**src/core/pipe_pkg.sv**
```systemverilog
package pipe_pkg;
  // Register indices; the byte address on the bus is the index times four
  localparam logic [11:0] PORTA_HIGH_IDX = 12'hfc4;
  localparam logic [11:0] PORTA_LOW_IDX = 12'hfc5;
  localparam logic [11:0] PORTC_HIGH_IDX = 12'hfc7;
  localparam logic [11:0] PORTC_LOW_IDX = 12'hfc8;
  localparam logic [11:0] EDGE_POL_IDX = 12'hfcd;
  localparam logic [11:0] SHARED_SEL_IDX = 12'hfce;
  // Request, control, status and mask register indices
  localparam logic [11:0] PORTA_REQ_IDX = 12'hfc3;
  localparam logic [11:0] PORTC_REQ_IDX = 12'hfc6;
  localparam logic [11:0] GLOBAL_CTL_IDX = 12'hfcf;
  localparam logic [11:0] IRQ_STATUS_IDX = 12'hfd0;
  localparam logic [11:0] IRQ_MASK_IDX = 12'hfd1;
  // Field positions
  localparam int SHARED_SEL_BIT = 6;
  localparam int GLOBAL_EN_BIT = 7;
  localparam int PORTC_WIDTH = 4;
  // Reset values
  localparam logic [7:0] REG_RESET = 8'h00;
  // Priority codes
  typedef enum logic [1:0]
  {
    PIPE_DISABLED = 2'b00,
    PIPE_LEVEL1 = 2'b01,
    PIPE_LEVEL2 = 2'b10,
    PIPE_LEVEL3 = 2'b11
  } pipe_level_type;
endpackage

```
**src/core/pipe_top.sv**
```systemverilog
`timescale 1ns/10ps
// Notes on behaviour
// - Port A priority from high/low bit pair
// - Port C uses same two-bit priority code
// - Port A high enable register, reset zero
// - Port A low enable register, reset zero
// - Port C high enable, bits 3..0 only
// - Port C low enable, bits 3..0 only
// - Edge polarity: zero falling, one rising
// - Bit 6 selects pin 6 or comparator
// - Source switch edge counts as request
// - Pending bits set regardless of enables
// - Forward requests only with global enable
module pipe_top
#(
  parameter int PORTA_WIDTH = 8
)
(
  input wire logic sys_clk,
  input wire logic rstn,
  input wire logic [31:0] paddr,
  input wire logic psel,
  input wire logic penable,
  input wire logic pwrite,
  input wire logic [31:0] pwdata,
  output logic [31:0] prdata,
  output logic pready,
  output logic pslverr,
  input wire logic [PORTA_WIDTH-1:0] portaPins,
  input wire logic [pipe_pkg::PORTC_WIDTH-1:0] portcPins,
  input wire logic comparatorOut,
  output logic cpuReq,
  output logic [3:0] cpuReqId,
  output logic [1:0] cpuReqLevel,
  output logic irqOut
);
  import pipe_pkg::*;

  // Programmed registers
  logic [7:0] portaHigh_q; // Port A high enable bits
  logic [7:0] portaLow_q; // Port A low enable bits
  logic [3:0] portcHigh_q; // Port C high enable bits
  logic [3:0] portcLow_q; // Port C low enable bits
  logic [7:0] edgePol_q; // Edge polarity per pin
  logic [7:0] sharedSel_q; // Shared source select
  logic [7:0] portaReq_q; // Port A pending requests
  logic [3:0] portcReq_q; // Port C pending requests
  logic globalEn_q; // Global interrupt enable
  logic [1:0] status_q; // Sticky event flags
  logic [1:0] mask_q; // Event mask
  // Edge detection history
  logic [7:0] portaSrcPrev_q; // Previous Port A source levels
  logic [3:0] portcPrev_q; // Previous Port C levels
  logic [7:0] portaSrc; // Port A sources after shared mux
  logic [7:0] portaEdge; // Port A detected edges
  logic [3:0] portcEdge; // Port C detected edges
  // Bus decode
  logic busWr; // Write completes this edge
  logic busRd; // Read completes this edge
  logic [11:0] regIdx; // Register index from byte address
  logic addrOk; // Address maps to a register
  logic [7:0] rdVal; // Read mux
  logic [7:0] wrByte; // Low data byte
  // Arbitration
  logic anyWin; // Some enabled request pending
  logic [3:0] winId; // Winning source id
  logic [1:0] winLevel; // Winning level
  logic [1:0] events; // New events this cycle

  // Priority code of one source
  function automatic logic [1:0] levelOf(input logic hi, input logic lo);
    levelOf = {hi, lo};
  endfunction

  // Bus phases: no wait states
  assign busWr = psel && penable && pwrite;
  assign busRd = psel && penable && !pwrite;
  assign regIdx = paddr[13:2];
  assign wrByte = pwdata[7:0];

  // Address decode used for reads and error reply
  always_comb
  begin
    addrOk = 1'b1;
    rdVal = 8'h00;
    unique case (regIdx)
      PORTA_HIGH_IDX: rdVal = portaHigh_q;
      PORTA_LOW_IDX: rdVal = portaLow_q;
      PORTC_HIGH_IDX: rdVal = {4'h0, portcHigh_q};
      PORTC_LOW_IDX: rdVal = {4'h0, portcLow_q};
      EDGE_POL_IDX: rdVal = edgePol_q;
      SHARED_SEL_IDX: rdVal = sharedSel_q;
      PORTA_REQ_IDX: rdVal = portaReq_q;
      PORTC_REQ_IDX: rdVal = {4'h0, portcReq_q};
      GLOBAL_CTL_IDX: rdVal = {globalEn_q, 7'h00};
      IRQ_STATUS_IDX: rdVal = {6'h00, status_q};
      IRQ_MASK_IDX: rdVal = {6'h00, mask_q};
      default: addrOk = 1'b0;
    endcase
    if (paddr[31:14] != 18'h00000 || paddr[1:0] != 2'b00)
    begin
      addrOk = 1'b0;
      rdVal = 8'h00;
    end
  end

  // Shared source mux: pin 6 or comparator
  always_comb
  begin
    portaSrc = portaPins[7:0];
    if (sharedSel_q[SHARED_SEL_BIT])
    begin
      portaSrc[6] = comparatorOut;
    end
  end

  // Edge detect with per-pin polarity; source switch edges count too
  genvar g;
  generate
    for (g = 0; g < 8; g++)
    begin : gPortaEdge
      assign portaEdge[g] = edgePol_q[g] ? (portaSrc[g] && !portaSrcPrev_q[g])
                                         : (!portaSrc[g] && portaSrcPrev_q[g]);
    end
    for (g = 0; g < PORTC_WIDTH; g++)
    begin : gPortcEdge
      assign portcEdge[g] = edgePol_q[g] ? (portcPins[g] && !portcPrev_q[g])
                                         : (!portcPins[g] && portcPrev_q[g]);
    end
  endgenerate

  // Input history
  always_ff @(posedge sys_clk or negedge rstn)
  begin
    if (!rstn)
    begin
      portaSrcPrev_q <= 8'h00;
      portcPrev_q <= 4'h0;
    end
    else
    begin
      portaSrcPrev_q <= portaSrc;
      portcPrev_q <= portcPins;
    end
  end

  // Enable and configuration registers
  always_ff @(posedge sys_clk or negedge rstn)
  begin
    if (!rstn)
    begin
      portaHigh_q <= REG_RESET;
      portaLow_q <= REG_RESET;
      portcHigh_q <= REG_RESET[3:0];
      portcLow_q <= REG_RESET[3:0];
      edgePol_q <= REG_RESET;
      sharedSel_q <= REG_RESET;
      mask_q <= REG_RESET[1:0];
    end
    else if (busWr && addrOk)
    begin
      unique case (regIdx)
        PORTA_HIGH_IDX: portaHigh_q <= wrByte;
        PORTA_LOW_IDX: portaLow_q <= wrByte;
        PORTC_HIGH_IDX: portcHigh_q <= wrByte[3:0];
        PORTC_LOW_IDX: portcLow_q <= wrByte[3:0];
        EDGE_POL_IDX: edgePol_q <= wrByte;
        SHARED_SEL_IDX: sharedSel_q <= wrByte;
        IRQ_MASK_IDX: mask_q <= wrByte[1:0];
        default: ;
      endcase
    end
  end

  // Pending requests: edges set, bus write of zero clears, set wins
  always_ff @(posedge sys_clk or negedge rstn)
  begin
    if (!rstn)
    begin
      portaReq_q <= 8'h00;
      portcReq_q <= 4'h0;
    end
    else
    begin
      if (busWr && regIdx == PORTA_REQ_IDX && addrOk)
        portaReq_q <= wrByte | portaEdge;
      else
        portaReq_q <= portaReq_q | portaEdge;
      if (busWr && regIdx == PORTC_REQ_IDX && addrOk)
        portcReq_q <= wrByte[3:0] | portcEdge;
      else
        portcReq_q <= portcReq_q | portcEdge;
    end
  end

  // Global enable
  always_ff @(posedge sys_clk or negedge rstn)
  begin
    if (!rstn)
      globalEn_q <= 1'b0;
    else if (busWr && regIdx == GLOBAL_CTL_IDX && addrOk)
      globalEn_q <= wrByte[GLOBAL_EN_BIT];
  end

  // Fixed-order arbitration: higher level first, lower index on ties
  always_comb
  begin
    logic [1:0] lv; // Level of the source under test
    lv = PIPE_DISABLED;
    anyWin = 1'b0;
    winId = 4'h0;
    winLevel = PIPE_DISABLED;
    // Port A sources take ids 0 to 7
    for (int i = 0; i < 8; i++)
    begin
      lv = levelOf(portaHigh_q[i], portaLow_q[i]);
      if (portaReq_q[i] && lv != PIPE_DISABLED && lv > winLevel)
      begin
        anyWin = 1'b1;
        winId = 4'(i);
        winLevel = lv;
      end
    end
    // Port C sources follow as ids 8 to 11
    for (int i = 0; i < PORTC_WIDTH; i++)
    begin
      lv = levelOf(portcHigh_q[i], portcLow_q[i]);
      if (portcReq_q[i] && lv != PIPE_DISABLED && lv > winLevel)
      begin
        anyWin = 1'b1;
        winId = 4'(i + 8);
        winLevel = lv;
      end
    end
  end

  // Events: any new request edge, any forwarded request
  assign events = {anyWin && globalEn_q, (|portaEdge) | (|portcEdge)};

  // Sticky status, write one to clear, set wins
  always_ff @(posedge sys_clk or negedge rstn)
  begin
    if (!rstn)
      status_q <= 2'b00;
    else if (busWr && regIdx == IRQ_STATUS_IDX && addrOk)
      status_q <= (status_q & ~wrByte[1:0]) | events;
    else
      status_q <= status_q | events;
  end

  // CPU request outputs; only cpuReq is gated by global enable, id, level and irqOut are not
  always_ff @(posedge sys_clk or negedge rstn)
  begin
    if (!rstn)
    begin
      cpuReq <= 1'b0;
      cpuReqId <= 4'h0;
      cpuReqLevel <= 2'b00;
      irqOut <= 1'b0;
    end
    else
    begin
      cpuReq <= anyWin && globalEn_q;
      cpuReqId <= winId;
      cpuReqLevel <= winLevel;
      irqOut <= |(status_q & mask_q);
    end
  end

  // Bus answer: ready in the access phase, data registered
  always_ff @(posedge sys_clk or negedge rstn)
  begin
    if (!rstn)
    begin
      prdata <= 32'h00000000;
      pready <= 1'b0;
      pslverr <= 1'b0;
    end
    else
    begin
      pready <= psel && !penable;
      pslverr <= psel && !penable && !addrOk;
      prdata <= (psel && !penable && !pwrite) ? {24'h000000, rdVal} : 32'h00000000;
    end
  end

  property p_level_pair;
    @(posedge sys_clk) disable iff (!rstn)
      cpuReq && cpuReqId < 4'h8 |-> cpuReqLevel != 2'b00 &&
        cpuReqLevel == $past({portaHigh_q[winId[2:0]], portaLow_q[winId[2:0]]});
  endproperty
  a_level_pair: assert property (p_level_pair) else $error("Zero level forwarded");

  property p_portc_high;
    @(posedge sys_clk) disable iff (!rstn)
      busWr && addrOk && regIdx == PORTC_HIGH_IDX |=> portcHigh_q == $past(pwdata[3:0]);
  endproperty
  a_portc_high: assert property (p_portc_high) else $error("Port C high not written");

  property p_porta_high;
    @(posedge sys_clk) disable iff (!rstn)
      busWr && addrOk && regIdx == PORTA_HIGH_IDX |=> portaHigh_q == $past(wrByte);
  endproperty
  a_porta_high: assert property (p_porta_high) else $error("Port A high not written");

  property p_rise_sets;
    @(posedge sys_clk) disable iff (!rstn)
      edgePol_q[0] && !portaSrcPrev_q[0] && portaSrc[0] |=> portaReq_q[0];
  endproperty
  a_rise_sets: assert property (p_rise_sets) else $error("Rising edge lost");

  property p_pend;
    @(posedge sys_clk) disable iff (!rstn)
      |portcEdge |=> (portcReq_q & $past(portcEdge)) == $past(portcEdge);
  endproperty
  a_pend: assert property (p_pend) else $error("Pending bit not set");

  property p_global;
    @(posedge sys_clk) disable iff (!rstn)
      !globalEn_q |=> !cpuReq;
  endproperty
  a_global: assert property (p_global) else $error("Request without global enable");

  property p_select;
    @(posedge sys_clk) disable iff (!rstn)
      sharedSel_q[SHARED_SEL_BIT] |-> portaSrc[6] == comparatorOut;
  endproperty
  a_select: assert property (p_select) else $error("Shared mux wrong");

  property p_highest;
    @(posedge sys_clk) disable iff (!rstn)
      anyWin && globalEn_q && portaReq_q[0] && portaHigh_q[0] && portaLow_q[0]
        |=> cpuReq && cpuReqLevel == 2'b11;
  endproperty
  a_highest: assert property (p_highest) else $error("Top level not chosen");
endmodule

```
**config.mk**
```make
export PLATFORM = sky130hd
export DESIGN_NAME = pipe_top
export DESIGN_NICKNAME = d
export VERILOG_FILES = /design/src/core/pipe_pkg.sv /design/src/core/pipe_top.sv
export SDC_FILE = /design/constraint.sdc
export NUM_CORES = 1
export LEC_CHECK = 0
export BUFFER_PORTS_ARGS = -buffer_cell sky130_fd_sc_hd__buf_2
export CAP_MARGIN = 20
export CORE_MARGIN = 8
export CORE_UTILIZATION = 54
export CTS_CLUSTER_SIZE = 28
export DETAILED_ROUTE_END_ITERATION = 8
export MAX_ROUTING_LAYER = met4
export PLACE_DENSITY_LB_ADDON = 0.1
export SYNTH_ARGS = -nofsm -noshare
export SYNTH_HDL_FRONTEND = slang
export SYNTH_SLANG_ARGS = --single-unit
```
**constraint.sdc**
```tcl
create_clock -name sys_clk -period 15.1 [get_ports sys_clk]
set_clock_uncertainty 0.1 [all_clocks]
set_input_delay 0.755 -clock sys_clk [delete_from_list [all_inputs] [get_ports sys_clk]]
set_output_delay 0.755 -clock sys_clk [all_outputs]
set_load 0.02 [all_outputs]
```
Word-level counts from Yosys, hierarchy flattened
Cells that the tools add are included.

storage, ports and cells
  flip-flop bits (word level) = 87
  input bits = 82
  output and inout bits = 42
  logic and storage cells = 225

operators by class
  order comparisons = 12
  equal/unequal tests = 11
  muxes and demuxes = 56
  bitwise operators = 10
  reductions and logical operators = 116

operators with widths
  operator                                                        number
  == test 12 bit (second input constant)                          11
  one-hot mux 8 bit (11 select lines)                             1
  logical AND 1 bit                                               63
  2-to-1 mux 4 bit                                                11
  2-to-1 mux 1 bit                                                28
  logical NOT 1 bit                                               27
  2-to-1 mux 2 bit                                                13
  nonzero test 2 bit                                              13
  2-to-1 mux 8 bit                                                3
  greater-than comparator 2 bit                                   11
  nonzero test 18 bit                                             1
  bitwise OR 8 bit                                                2
  AND reduction 2 bit                                             7
  OR reduction 11 bit                                             1
  bitwise OR 4 bit                                                2
  OR reduction 8 bit                                              1
  bitwise AND 2 bit                                               2
  bitwise OR 2 bit                                                2
  OR reduction 4 bit                                              1
  greater-than comparator 2 x 1 -> 1 bit (second input constant)  1
  NOT 2 bit                                                       1
  OR reduction 2 bit                                              1
  logical OR 1 bit                                                1
  bitwise OR 1 bit                                                1

Longest topological paths before layout
Gate-level depths: netlist of the first run.

  depth in word-level cells = 40
  depth in mapped cells = 73
  depth with buffers taken out = 72

Least setup slack after synthesis of the first run
OpenSTA, ideal clock, no wires.

  kind = reg2reg
  start point = register portaHigh_q[0]
  end point = register status_q[1]
  setup time = 0.118 ns
  arrival = 13.240 ns
  required time = 14.882 ns
  slack = 1.642 ns
  cell stages (with the launch flop) = 71
  buffers on the path = 1
  period minus slack after synthesis = 13.458 ns
  path through = dfrtp_1 > and2_1 > buf_2 > inv_2 > ha_1 > nor2b_4 > o2111a_2 > a21o_1 > ha_1 > or2_2 > a41o_1 > a221oi_1 > inv_1 > ha_1 > nor2_1 > nand3_1 > o21a_1 > a21oi_1 > [35 not listed] > or3_1 > a211oi_1 > o21a_1 > a2111oi_0 > o21ai_0 > nand2_1 > ha_1 > nor3_1 > o221ai_2 > a31oi_1 > ha_1 > inv_1 > a21oi_1 > nor2_1 > o21ai_0 > nand4_1 > o41a_1 > a21o_1

between the ends
  word-level cells in the longest chain between the ends = 40
  elaborated cells on any way between the ends = 53
  classes of those cells = order compare: 12; mux: 24; bitwise: 2; reduce/logical: 15

RTL lines
  what                                                                             RTL line                          source
  start: declaration                                                               pipe_top.sv:40                    logic [7:0] portaHigh_q;
  start signal: assignment                                                         pipe_top.sv:163                   PORTA_HIGH_IDX: portaHigh_q <= wrByte;
  branches (longest 36 deep; another with greater-than comparator 2 x 1 -> 1 bit)  n/a
  2-to-1 mux 1 bit (*)                                                             pipe_top.sv:228                   if (portcReq_q[i] && lv != PIPE_DISABLED && lv > winLevel)
  logical AND 1 bit (*)                                                            pipe_top.sv:238                   assign events = {anyWin && globalEn_q, (|portaEdge) | (|portcEdge)};
  via events[1]                                                                    pipe_top.sv:68                    logic [1:0] events;
  bitwise OR 2 bit (on tied branches)                                              pipe_top.sv:248, pipe_top.sv:246
  2-to-1 mux 2 bit (*)                                                             pipe_top.sv:245                   else if (busWr && regIdx == IRQ_STATUS_IDX && addrOk)
  end signal: assignment                                                           pipe_top.sv:246                   status_q <= (status_q & ~wrByte[1:0]) | events;
  end signal: assignment                                                           pipe_top.sv:248                   status_q <= status_q | events;
  end: declaration                                                                 pipe_top.sv:49                    logic [1:0] status_q;

Mark *: on every way through the listed nets, which the timed path passes.
A chain may end at the register's enable or synchronous reset.

Worst setup path after layout of the first run
Ends and elaborated chain as after synthesis.

==> reports/results.ini, run 1 <==
[clocking]
tritoncts_clock_tree = done
cts_htree_levels = 3
post_cts_hold_buffer_count = 0
clock_latency_ps = 360
cts.clk_slew.worst_paths_ps = 90
ctsRootBufferMaster = clkbuf_8
numCtsBuffers = 9
clkSinkCount = 87
clock_path_buffers = 2

[grt]
grt_overflow = 0
gr-usage-all-layers = 0.222
grt_first_pass_wirelength_um = 22300
grt_pass1_vias = 4526
grt_start_max_net_pins = 88
initial_antenna_violation_count = 0

[pwr]
p_seq_frac = 0.555
p_int_mw = 0.308
psw_mw = 0.116
clock_power_share = 0.368
powerDensity_nw_per_um2 = 71.7
fin_total_pwr_mw = 0.425
ir_drop_uv = 55.9
power_frac_comb = 0.076
power.static_leakage_nw = 2.81
switching_share = 0.274

[yosys]
synth-warning-count = 0
synth_flop_cell = dfrtp_1
synth_largest_area_cell = dfrtp_1
synth-seq-cells = 87
asyncSetResetFlopFracSynth = 1.00
yosysUniqueCellTypes = 70
synth_cells = 525
synth.cell_area_um2 = 5150
synth_edf_count = 0
postSynthAreaPerCell_um2 = 9.81
part_of_the_yosys_area_used_for_sequential_elements = 0.423
synth_commonest_cells = dfrtp_1, nand2_1, mux2_2
yosys.area.top_type_share = 0.423
yosys.cell_count.top_type = dfrtp_1
netlist_top_cells_area = dfrtp_1, mux2_2, nand2_1, buf_4, ha_1

[drt]
via_total_after_detailed_routing = 4513
wl_cell_um = 18.4
post-route-drc-count = 0
dr.pass1.iters = 6
dr.first_iter.drc_count = 308
antenna_left = 0
route.detailed.vias_per_inst = 6.02
sum_of_routed_wire_length_over_all_layers_um = 13800

[die]
die_h_um = 114
floorplan.rows = 35
ioPinCount = 124
design.core.area_um2 = 9240
horizontal_die_dimension_um = 114
die_area_um2 = 12900
start_util = 0.557

[layout]
finish.net_count = 711
fraction_of_final_layout_cells_with_drive_strength_greater_than_1 = 0.285
synthToLayoutAreaGrowth_pct = 14.9
fill_cells = 790
insertedDiodeCount = 0
multi_input_logic_area_um2 = 2780
finalNonFillerCells = 750
seq_area_um2 = 2180
post-route-util = 0.641

[timing]
worst_slew_pin_slew_ps = 805
timing.final.hold_violations = 0
drv_slew = 0
setup_viol = 0
clock.fmax_mhz = 70.6
whs_ps = 152
post-route-min-period_ps = 14170
slew_headroom = 0.458
timing.final.crit_share = 0.939

[worst_hold_path]
worst_hold_path_type = in2async

[setup_path]
crit_path_frequent_cell = ha_1
critPathMaxStageDelay_ps = 500
critPathSlowestCell = o41a_1
setup.worst_path.end_class = flop
worst_path_required_time_ps = 15250
critical_path.n_buffers_inverters = 4
timing.critical_path.arrival_ps = 14320
timing.critical_path.from_type = flop
cp_max_fo = 9
worst-r2r-cell-count = 70
regToRegStartpoint = portaHigh_q[0]
cp_top_family = compound AO/OA/AOI/OAI gates
worst_path_class_setup = reg2reg
timing.rr.end = status_q[1]
reg2reg_setup_slack_ps = 930

[placement]
place.gp.congestion = 0.881
port_buffers = 75
dpl.hpwl_um = 10600
dpl.cell_count = 728

[job]
maxCapViolCount = 0

[run_status]
status = complete, no violations

[worst reg2reg max path, delay by kind of cell (launching register included)]
| family | cells | cell delay, ps |
|---|---|---|
| AO/OA/AOI/OAI | 30 | 6140 |
| adder cells (fa/ha/maj) | 11 | 2970 |
| buffers and inverters | 4 | 350 |
| flip-flops | 1 | 400 |
| AND/OR/NAND/NOR | 25 | 4070 |
[power groups by stage]
stage               Combinational (mW)  Clock [mW]  Sequential, mW
CTS                             0.0312       0.160           0.236
global route                    0.0357       0.169           0.236
floorplan                       0.0182           0           0.241
finish                          0.0323       0.156           0.236
detailed placement              0.0312           0           0.240
global placement                0.0305           0           0.240
[flip-flops by register name, summed over array words and instances (netlist names), 2 cells and up]
signal          cells
portcLow_q          4
cpuReqId            4
portaLow_q          8
portaHigh_q         8
prdata              8
portaSrcPrev_q      8
cpuReqLevel         2
mask_q              2
portcReq_q          4
sharedSel_q         8
status_q            2
edgePol_q           8
portcHigh_q         4
portaReq_q          8
portcPrev_q         4
[worst max path at each step]
stage	startpoint	endpoint	slack, ps	cells after the start
global route	portaHigh_q[0]	status_q[1]	-80	71
global placement	portaHigh_q[0]	status_q[1]	610	70
detailed placement	portaHigh_q[0]	status_q[1]	220	71
CTS	portaHigh_q[0]	status_q[1]	130	71
finish	portaHigh_q[0]	status_q[1]	930	70
floorplan	portaHigh_q[0]	status_q[1]	1640	70
[through the flow]
stage | area [µm²] | TNS, ps | setup WS, ps
6_report | 5920 | 0 | 927
3_3_place_gp | 5630 | 0 | 615
4_1_cts | 5820 | 0 | 130
5_1_grt | 5920 | -78.2 | -78.2
2_1_floorplan | 5240 | 0 | 1640
3_5_place_dp | 5630 | 0 | 218
[cells by family after synthesis]
kind of cell	after synthesis	synth area share
AOI/OAI and AO/OA	128	0.192
adders and majority gates	13	0.0316
other	1	0.000728
buffers and inverters	61	0.0624
DFF	87	0.423
muxes	56	0.122
and+or+nand+nor	179	0.169
[layer usage]
metal / up-vias / GRT usage / wire length (µm)
li1: 2101 / - / -
met5: - / - / 0
met1: 2222 / 0.275 / 5920
met2: 170 / 0.364 / 6790
met3: 20 / 0.0354 / 918
met4: 0 / 0.0737 / 209
[what timing repair did]
action / CTS / global route
setup endpoints to repair: 0 / 8
gates resized for setup: 0 / 13
setup buffers: 0 / 5
[cells in the final DEF, fill, tap and decap left out, types with 4 or more instances in the layout]
cell type and n:
dfrtp_1 87, buf_2 74, nand2_1 58, mux2_2 42
nor2_1 36, inv_1 26, nand3_1 25, conb_1 24
a21oi_1 18, buf_4 15, ha_1 13, o21ai_0 12
a22oi_1 11, o211ai_1 11, nor3_1 10, mux2i_1 10
clkbuf_8 9, and2_1 7, nor4_1 7, a211oi_1 6
a221oi_1 6, or3_1 6, a222oi_1 6, nand4_1 5
a31oi_1 5, a22o_1 5, o21bai_1 4, o311ai_0 4
nor2b_1 4
[layout make-up]
cell class              count  share of cell area
inverters                  28              0.0178
multi-input cells         400               0.469
repair buffers             90              0.0862
clock buffers               9              0.0209
well taps                 129              0.0273
clock inverters             7              0.0106
flip-flops and latches     87               0.368
Power figures use the tool's default switching activity.
==> inputs of run 2 (changes only) <==
Settings changed: BUFFER_PORTS_ARGS -buffer_cell sky130_fd_sc_hd__buf_2 to -buffer_cell sky130_fd_sc_hd__buf_4, CELL_PAD_IN_SITES_DETAIL_PLACEMENT set to 0, CELL_PAD_IN_SITES_GLOBAL_PLACEMENT set to 1, CORE_UTILIZATION 54 to 41.
==> run 2 against run 1 <==
Net effect: cell count rose by 5.5%; global-route usage is 3.6 points lower; routed wire length grew 3.8%; final area grew 5.4%; clock power is 47% higher; sequential share of layout area down 1.9 points; power grew 18%; sequential power barely moved; combinational power up 11%; utilization down 14 points; hold slack improved by 92 ps; non-clock buffer count fell by 2; critical path type unchanged; critical endpoint unchanged; highest routed layer unchanged.
==> reports/results.ini, run 2 (synthesis gave the netlist of run 1 again) <==
[clocking]
tritoncts_clock_tree = done
clock_latency_ps = 350
numCtsBuffers = 9
ctsRootBufferMaster = clkbuf_16
cts_htree_levels = 3
clkSinkCount = 87
clock_path_buffers = 2
post_cts_hold_buffer_count = 0
cts.clk_slew.worst_paths_ps = 60

[layout]
finalNonFillerCells = 791
post-route-util = 0.500
fraction_of_final_layout_cells_with_drive_strength_greater_than_1 = 0.278
synthToLayoutAreaGrowth_pct = 21.1
mostFrequentLayoutCell = buf_4
stdcell_area_um2 = 6240
commonest_cells_after_routing_fill_and_taps_aside = buf_4, dfrtp_1, nand2_1
insertedDiodeCount = 0
finish.net_count = 709

[job]
maxCapViolCount = 0

[pwr]
p_int_mw = 0.383
fin_total_pwr_mw = 0.501
ir_drop_uv = 64.7
powerDensity_nw_per_um2 = 80.3
p_seq_frac = 0.471
switching_share = 0.236
clock_power_share = 0.457
power.static_leakage_nw = 2.91
psw_mw = 0.118
power_frac_comb = 0.072

[timing]
worst_slew_pin_slew_ps = 741
slew_headroom = 0.506
drv_slew = 0
post-route-min-period_ps = 14160
whs_ps = 244
timing.final.crit_share = 0.938
setup_viol = 0
grt_setup_unrepaired = no
clock.fmax_mhz = 70.6
setup_tns_ps = 0
timing.final.hold_violations = 0
worst_slack_ps = 935

[die]
horizontal_die_dimension_um = 128
die_area_um2 = 16400
die_h_um = 128
ioPinCount = 124
start_util = 0.413
floorplan.rows = 41
design.core.area_um2 = 12500

[drt]
post-route-drc-count = 0
via_total_after_detailed_routing = 4396
dr.first_iter.drc_count = 290
sum_of_routed_wire_length_over_all_layers_um = 14400
antenna_left = 0
route.detailed.vias_per_inst = 5.56
dr.pass1.iters = 8
wl_cell_um = 18.2

[setup_path]
timing.critical_path.from_type = flop
timing.critical_path.arrival_ps = 14300
worst_path_class_setup = reg2reg
critPathMaxStageDelay_ps = 510
crit_path_frequent_cell = ha_1
critPathSlowestCell = o41a_1
worst_path_required_time_ps = 15230
cp_max_fo = 9
setup.worst_path.end_class = flop

[grt]
grt_start_max_net_pins = 59
gr-usage-all-layers = 0.186
grt_overflow = 0
grt_first_pass_wirelength_um = 22900
grt_pass1_vias = 4356
initial_antenna_violation_count = 0

[run_status]
status = complete, no violations

[placement]
dpl-instance-area_um2 = 5880
pre_cts_slack_ps = 9.32
place.gp.congestion = 0.814
port_buffers = 75
dpl.cell_count = 772
dpl.hpwl_um = 11400

[worst_hold_path]
worst_hold_path_type = in2async

==> run 2: cell count changes in the layout (fill, tap and decap cells not counted), moves of 3 or more <==
cell and change:
buf_2 -74, buf_4 +73, clkbuf_16 +9, clkbuf_8 -8, clkinvlp_4 -3
==> run 2: path summary, 6_finish.rpt <==
path	start	to	slack [ps]	depth (start not counted)
setup reg to reg	portaHigh_q[0]	status_q[1]	940	68
max in group asynchronous	rstn	portaReq_q[6]	13550	2
hold reg to reg	portcPrev_q[3]	portcReq_q[3]	370	1
setup / recovery	portaHigh_q[0]	status_q[1]	940	68
hold / removal	rstn	portcLow_q[3]	240	1
min in group sys_clk	portcPrev_q[3]	portcReq_q[3]	370	1
==> run 2: cell type report <==
type / instances / area (µm²)
fill: 1177 / 6230
clock buffer: 10 / 239
inverter: 28 / 105
multi-input combinational: 400 / 2770
sequential: 87 / 2180
timing repair buffer: 88 / 661
tap: 172 / 215
clock inverter: 6 / 68.8
==> run 2: repair_timing <==
item	CTS	global route
buffers inserted	0	3
setup endpoints to repair	1	8
resized for setup	1	8
pin swaps	0	2
==> run 2: worst max-delay path: cells and delay by family (launching register included) <==
family	cells	cell delay [ps]
flops	1	400
compound gates	30	6430
fa+ha+maj	11	2900
simple gates	24	4000
buf+inv	3	230
==> run 2: power by group through the flow <==
stage	logic (mW)	clock network, mW	registers [mW]
finish	0.0359	0.229	0.236
detailed placement	0.0363	0	0.240
global route	0.0397	0.246	0.236
floorplan	0.0182	0	0.241
global placement	0.0357	0	0.240
CTS	0.0363	0.237	0.236
==> run 2: routing by layer <==
metal,vias up,global-route usage,part of all wire,wire [µm]
met1,2163,0.230,0.45,6450
met5,-,-,0,0
met2,120,0.298,0.49,7050
met3,20,0.0270,0.041,594
li1,2093,-,-,-
met4,0,0.0783,0.019,275
